`src/design/pcacv_pkg.sv`:
```
// package: offsets, field positions and reset values of the capture value byte registers
package pcacv_pkg;
  localparam logic [7:0] CHAN1_VALUE_LOW_ADDR  = 8'hE9;
  localparam logic [7:0] CHAN1_VALUE_HIGH_ADDR = 8'hEA;
  localparam logic [7:0] CHAN2_VALUE_LOW_ADDR  = 8'hEB;
  localparam logic [7:0] BYTE_RESET            = 8'h00;
  localparam int         WIDE_PWM_SELECT_BIT   = 7;
  localparam int         COMPARATOR_ENABLE_BIT = 6;
  localparam int         PWM_ENABLE_BIT        = 1;
  localparam logic [1:0] WRITE_NONE            = 2'h0;
  localparam logic [1:0] WRITE_LOW             = 2'h1;
  localparam logic [1:0] WRITE_HIGH            = 2'h2;

  typedef struct packed {
    logic       wr;
    logic       rd;
    logic [7:0] addr;
    logic [7:0] wdata;
  } pcacv_sfr_req_type;

  typedef struct packed {
    logic       hit;
    logic [7:0] rdata;
  } pcacv_sfr_rsp_type;
endpackage : pcacv_pkg

```
`src/design/pcacv_top.sv`:
```
// byte access path to channel 1 and 2 capture/compare and auto-reload values
// Summary of operation
// - low byte register holds bits 7:0 of the 16-bit value, readable
// - channel 1 high byte register holds bits 15:8 of the 16-bit value, readable
// - same addresses can reach auto-reload value bytes for 9-11 bit PWM
// - reload view select steers access to compare or reload value
// - writing a low byte clears that channel's comparator enable
// - writing the channel 1 high byte sets channel 1's comparator enable
// - comparator enable bit turns on the channel's counter compare
// - wide PWM select: 0 gives 8-11 bit, 1 gives 16-bit PWM
module pcacv_top
  import pcacv_pkg::*;
(
  input  wire logic                     ref_clk,                // system clock, 100 MHz
  input  wire logic                     rst_n,                  // async reset, active low
  input  wire pcacv_pkg::pcacv_sfr_req_type sfr_req,            // sfr bus request
  output pcacv_pkg::pcacv_sfr_rsp_type  sfr_rsp,                // sfr read answer
  input  wire logic                     reload_view_select,     // from pwm configuration register
  input  wire logic [7:0]               chan1_mode,             // channel 1 mode register
  input  wire logic [7:0]               chan2_mode,             // channel 2 mode register
  output logic      [15:0]              chan1_compare_value,    // channel 1 compare value
  output logic      [15:0]              chan1_reload_value,     // channel 1 auto-reload value
  output logic      [15:0]              chan2_compare_value,    // channel 2 compare value
  output logic      [15:0]              chan2_reload_value,     // channel 2 auto-reload value
  output logic                          chan1_enable_clear,     // pulse: clear channel 1 enable
  output logic                          chan1_enable_set,       // pulse: set channel 1 enable
  output logic                          chan2_enable_clear,     // pulse: clear channel 2 enable
  output logic                          chan1_comparator_active, // channel 1 compare running
  output logic                          chan2_comparator_active  // channel 2 compare running
);
  import pcacv_pkg::*;

  logic [1:0] chan1_write;
  logic [1:0] chan2_write;
  logic       chan1_reload;
  logic       chan2_reload;
  logic [15:0] chan1_view;
  logic [15:0] chan2_view;
  logic [7:0] next_rdata;
  logic       next_hit;

  function automatic logic [1:0] decode_write(input pcacv_sfr_req_type req,
                                              input logic [7:0] low_addr,
                                              input logic [7:0] high_addr);
    logic [1:0] kind;
    kind = WRITE_NONE;
    if (req.wr && req.addr == low_addr)
    begin
      kind = WRITE_LOW;
    end
    else if (req.wr && req.addr == high_addr)
    begin
      kind = WRITE_HIGH;
    end
    return kind;
  endfunction : decode_write

  // reload view only applies in the narrow pwm widths
  function automatic logic reload_active(input logic [7:0] mode, input logic sel);
    return sel && mode[PWM_ENABLE_BIT] && !mode[WIDE_PWM_SELECT_BIT];
  endfunction : reload_active

  // channel 2 high byte lives elsewhere; repeating the low address keeps its high decode dead
  assign chan1_write  = decode_write(sfr_req, CHAN1_VALUE_LOW_ADDR, CHAN1_VALUE_HIGH_ADDR);
  assign chan2_write  = decode_write(sfr_req, CHAN2_VALUE_LOW_ADDR, CHAN2_VALUE_LOW_ADDR);
  assign chan1_reload = reload_active(chan1_mode, reload_view_select);
  assign chan2_reload = reload_active(chan2_mode, reload_view_select);

  pcacv_channel u_chan1 (
    .ref_clk       (ref_clk),
    .rst_n         (rst_n),
    .use_reload    (chan1_reload),
    .write_low     (chan1_write == WRITE_LOW),
    .write_high    (chan1_write == WRITE_HIGH),
    .wdata         (sfr_req.wdata),
    .compare_value (chan1_compare_value),
    .reload_value  (chan1_reload_value),
    .enable_clear  (chan1_enable_clear),
    .enable_set    (chan1_enable_set)
  );

  pcacv_channel u_chan2 (
    .ref_clk       (ref_clk),
    .rst_n         (rst_n),
    .use_reload    (chan2_reload),
    .write_low     (chan2_write == WRITE_LOW),
    .write_high    (1'b0),
    .wdata         (sfr_req.wdata),
    .compare_value (chan2_compare_value),
    .reload_value  (chan2_reload_value),
    .enable_clear  (chan2_enable_clear),
    .enable_set    ()
  );

  assign chan1_view = chan1_reload ? chan1_reload_value : chan1_compare_value;
  assign chan2_view = chan2_reload ? chan2_reload_value : chan2_compare_value;

  always_comb
  begin
    next_rdata = BYTE_RESET;
    next_hit   = 1'b0;
    if (sfr_req.rd)
    begin
      unique case (sfr_req.addr)
        CHAN1_VALUE_LOW_ADDR:
        begin
          next_rdata = chan1_view[7:0];
          next_hit   = 1'b1;
        end
        CHAN1_VALUE_HIGH_ADDR:
        begin
          next_rdata = chan1_view[15:8];
          next_hit   = 1'b1;
        end
        CHAN2_VALUE_LOW_ADDR:
        begin
          next_rdata = chan2_view[7:0];
          next_hit   = 1'b1;
        end
        default:
        begin
          next_rdata = BYTE_RESET;
          next_hit   = 1'b0;
        end
      endcase
    end
  end

  // registered read data: answer one cycle after the read strobe
  always_ff @(posedge ref_clk or negedge rst_n)
  begin
    if (!rst_n)
    begin
      sfr_rsp <= '0;
    end
    else
    begin
      sfr_rsp.rdata <= next_rdata;
      sfr_rsp.hit   <= next_hit;
    end
  end

  // the enable bit itself sits in the mode register outside; this mirrors its effect
  assign chan1_comparator_active = chan1_mode[COMPARATOR_ENABLE_BIT];
  assign chan2_comparator_active = chan2_mode[COMPARATOR_ENABLE_BIT];
endmodule : pcacv_top

```
`src/design/pcacv_channel.sv`:
```
// one channel: compare value and auto-reload value, byte writes and enable side effects
module pcacv_channel
  import pcacv_pkg::*;
(
  input  wire logic        ref_clk,       // system clock
  input  wire logic        rst_n,         // async reset, active low
  input  wire logic        use_reload,    // accesses go to the reload value
  input  wire logic        write_low,     // software write to low byte
  input  wire logic        write_high,    // software write to high byte
  input  wire logic [7:0]  wdata,         // write byte
  output logic      [15:0] compare_value, // capture/compare value
  output logic      [15:0] reload_value,  // auto-reload value
  output logic             enable_clear,  // pulse: force comparator enable to 0
  output logic             enable_set     // pulse: force comparator enable to 1
);
  import pcacv_pkg::*;

  always_ff @(posedge ref_clk or negedge rst_n)
  begin
    if (!rst_n)
    begin
      compare_value <= {BYTE_RESET, BYTE_RESET};
    end
    else if (!use_reload && write_low)
    begin
      compare_value[7:0] <= wdata;
    end
    else if (!use_reload && write_high)
    begin
      compare_value[15:8] <= wdata;
    end
  end

  always_ff @(posedge ref_clk or negedge rst_n)
  begin
    if (!rst_n)
    begin
      reload_value <= {BYTE_RESET, BYTE_RESET};
    end
    else if (use_reload && write_low)
    begin
      reload_value[7:0] <= wdata;
    end
    else if (use_reload && write_high)
    begin
      reload_value[15:8] <= wdata;
    end
  end

  // enable side effects happen whichever value the write reached
  assign enable_clear = write_low;
  assign enable_set   = write_high;
endmodule : pcacv_channel

```
`config.mk`:
```
export PLATFORM = sky130hd
export DESIGN_NAME = pcacv_top
export DESIGN_NICKNAME = d
export VERILOG_FILES = /design/src/design/pcacv_pkg.sv /design/src/design/pcacv_top.sv /design/src/design/pcacv_channel.sv
export SDC_FILE = /design/constraint.sdc
export NUM_CORES = 1
export LEC_CHECK = 0
export ABC_AREA = 0
export ABC_CLOCK_PERIOD_IN_PS = 3700
export BUFFER_PORTS_ARGS = -buffer_cell sky130_fd_sc_hd__buf_2
export CAP_MARGIN = 30
export CORE_MARGIN = 1
export CORE_UTILIZATION = 54
export DETAILED_ROUTE_END_ITERATION = 16
export PLACE_DENSITY = 0.95
export SKIP_CTS_REPAIR_TIMING = 1
export SLEW_MARGIN = 10
export SYNTH_ARGS = -nofsm -noshare
export SYNTH_HDL_FRONTEND = slang
export SYNTH_HIERARCHICAL = 1
export SYNTH_SLANG_ARGS = --single-unit
export TNS_END_PERCENT = 10
```
`constraint.sdc`:
```
create_clock -name ref_clk -period 3.7 [get_ports ref_clk]
set_clock_uncertainty 0.2 [all_clocks]
set_input_delay 0.185 -clock ref_clk [delete_from_list [all_inputs] [get_ports ref_clk]]
set_output_delay 0.185 -clock ref_clk [all_outputs]
set_load 0.01 [all_outputs]
```
==> results by group <==
Place
  – Routability Congestion: ~0.76
  – Post-DP HPWL: roughly 5300 µm
  – Placed Instances: 395
  – Number of port buffers: 100
  – Setup WS pre-CTS: just over 0.9 ns

Detailed routing
  – Initial DRT Pass Iterations: 4
  – Routed len/inst: about 18 µm
  – Final WL: 7660 µm
  – Initial DRC Count: 146
  – DRC: 0
  – Vias per cell: ~5.6
  – Antenna Nets Post-Route: 0
  – Vias: 2326

Cells and area
  – Area Growth Syn to Fin: 25.4%
  – Final net count: between 300 and 400
  – # diodes: 0
  – Finished Layout Cells: ~420
  – Share of cells above drive strength 1: a little under three fifths

Status
  – Failing checks: negative hold slack
  – Outcome: complete, but fails checks

STA
  – Slew headroom: 51.6%
  – Slew @ Worst Pin: about 0.72 ns
  – RSZ-0062 raised after global routing: false
  – Max Freq: 0.417 GHz
  – Minimum clock period: around 2.4 ns
  – Worst setup margin: roughly 1.3 ns
  – Final hold vios: 8
  – Final Setup Violations: 0
  – Setup TNS Final: 0 ns
  – Max-slew violations: 0
  – Period utilisation layout: approximately two thirds
  – Final hold slack: -0.00771 ns

Setup path
  – CP Class: in -> reg
  – Worst Path Arrival: 2.42 ns
  – Top delay family on crit path: simple AND/OR/NAND/NOR gates
  – Worst Reg-to-Reg Cells: 3
  – Crit path capture type: flip-flop
  – RR Endpoint: sfr_rsp[5]$_DFF_PN0_
  – Worst path bufs/invs: 2
  – CP max FO: 5
  – Crit-path slowest cell: nor2b_1
  – FF-to-FF Start: u_chan2/reload_value[5]$_DFFE_PN0P_
  – Crit-path cells: buf_2 -> nor4bb_1 -> and3_1 -> nand3_1 -> nor2_1 -> nor2b_1 -> buf_4 -> mux2_2
  – R2R Setup Slk: between 2 and 3 ns
  – Worst endpoint required time: ~3.7 ns
  – Launching element type of the critical path: primary input
  – CP max stage delay: between 0.4 and 0.5 ns

Die
  – Die width: just under 80 µm
  – Core ar.: 5610 µm²
  – Site Rows: 27
  – Die height: between 70 and 80 µm
  – Top-Level Pins: about 120
  – Die area: around 6200 µm²
  – Starting Density: 56.8%

Clock tree
  – Clock transition at path regs: 0.07 ns
  – Clk_lat worst skew: between 0.3 and 0.4 ns
  – Clk root buf: clkbuf_8
  – CTS tree: done
  – TritonCTS Buffers: 9
  – H-Tree Depth: 3
  – CTS max path bufs: 2
  – Clock Sinks: 73

Global route
  – GRT Overall Usage: 27.2%
  – GR met2 Demand/Resource: between 40 and 50%
  – First-pass GRT wire length: approximately 12000 µm
  – Grt met1 use: a little under two fifths
  – Vias in the first global route: between 2k and 2.5k
  – Antenna violations before repair: 0
  – Largest net degree at the start of global routing: 28
  – Met3 global-route usage: 4.48%
  – Global routing's busiest layer: met2
  – Total grt overflow: 0

Synthesis
  – Synth warnings: 6
  – Mapped Area: 3180 µm²
  – Avg Inst Size Synth: 14.0 µm²
  – Synth Instances: between 200 and 250

Run
  – Total of max-cap violations: 0

Hold path
  – Hold path start: sfr_req[2]
  – Worst hold endpoint: u_chan2/reload_value[2]$_DFFE_PN0P_
  – HP Class: in -> reg
  – Worst Hold Depth: 2

Power
  – Worst vdd ir: around 0.32 mV
  – P per Cell Area: around 420 nW/µm²
  – Pleak: 2.21 nW
-- per-layer routing --
metal  wire (µm)  part of all wire (%)  vias up
li1            -                     -     1051
met1        3330                    43     1168
met2        3700                    48       94
met3         487                   6.4       13
met4         142                   1.9        0
met5           0                     0        -
-- per-stage QoR --
stage,utilization (%),power [mW],area (µm²)
after floorplan,-,0.974,3190
after global placement,66.6,1.06,3730
after detailed placement,67.0,1.08,3750
after CTS,70.4,1.69,3950
after global routing,71.2,1.74,3990
final,71.2,1.68,3990
-- cell usage in the layout (no fill, tap or decap), drive strengths merged, types with 4 or more instances in the layout --
cell type    instances
dfrtp               73
a21oi                8
clkbuf              10
buf                105
o22ai                8
mux2i                8
dlygate4sd3          4
nand2               27
nand3b               4
a32o                 8
mux2                64
clkinv               5
-- flip-flops by register name, indices dropped and copies added (netlist names) --
register,cells
sfr_rsp,9
u_chan1/reload_value,16
u_chan2/reload_value,16
u_chan2/compare_value,16
u_chan1/compare_value,16
-- report_power, final --
part | internal [mW] | switching, mW
registers | 0.841 | 0.0248
clock network | 0.325 | 0.293
logic | 0.0919 | 0.104
-- worst max-delay path by stage --
stage                            from                                    to  cells after the start
after floorplan           sfr_req[10]  u_chan1/compare_value[0]$_DFFE_PN0P_                      8
after global placement    sfr_req[10]  u_chan2/compare_value[4]$_DFFE_PN0P_                      8
after detailed placement  sfr_req[10]  u_chan2/compare_value[1]$_DFFE_PN0P_                      8
after CTS                 sfr_req[10]  u_chan2/compare_value[0]$_DFFE_PN0P_                      8
after global routing      sfr_req[10]  u_chan2/compare_value[3]$_DFFE_PN0P_                      8
final                     sfr_req[10]  u_chan2/compare_value[0]$_DFFE_PN0P_                      8
-- worst reg2reg max path, cell delays in order, from the launching register on --
cell     delay, ns
dfrtp_1       0.39
nand2_1       0.08
a32o_1        0.27
o22ai_1       0.12
-- layout make-up --
| cell class | instances | area [µm²] |
|---|---|---|
| Clock buffer | 10 | 138 |
| Inverter | 3 | 12.5 |
| Sequential cell | 73 | 1830 |
| Fill cell | 422 | 1620 |
| Clock inverter | 6 | 57.6 |
| Multi-Input combinational cell | 142 | 1270 |
| Timing Repair Buffer | 109 | 591 |
| Tap cell | 72 | 90.1 |
No activity file was read; power rests on OpenSTA's default activity.
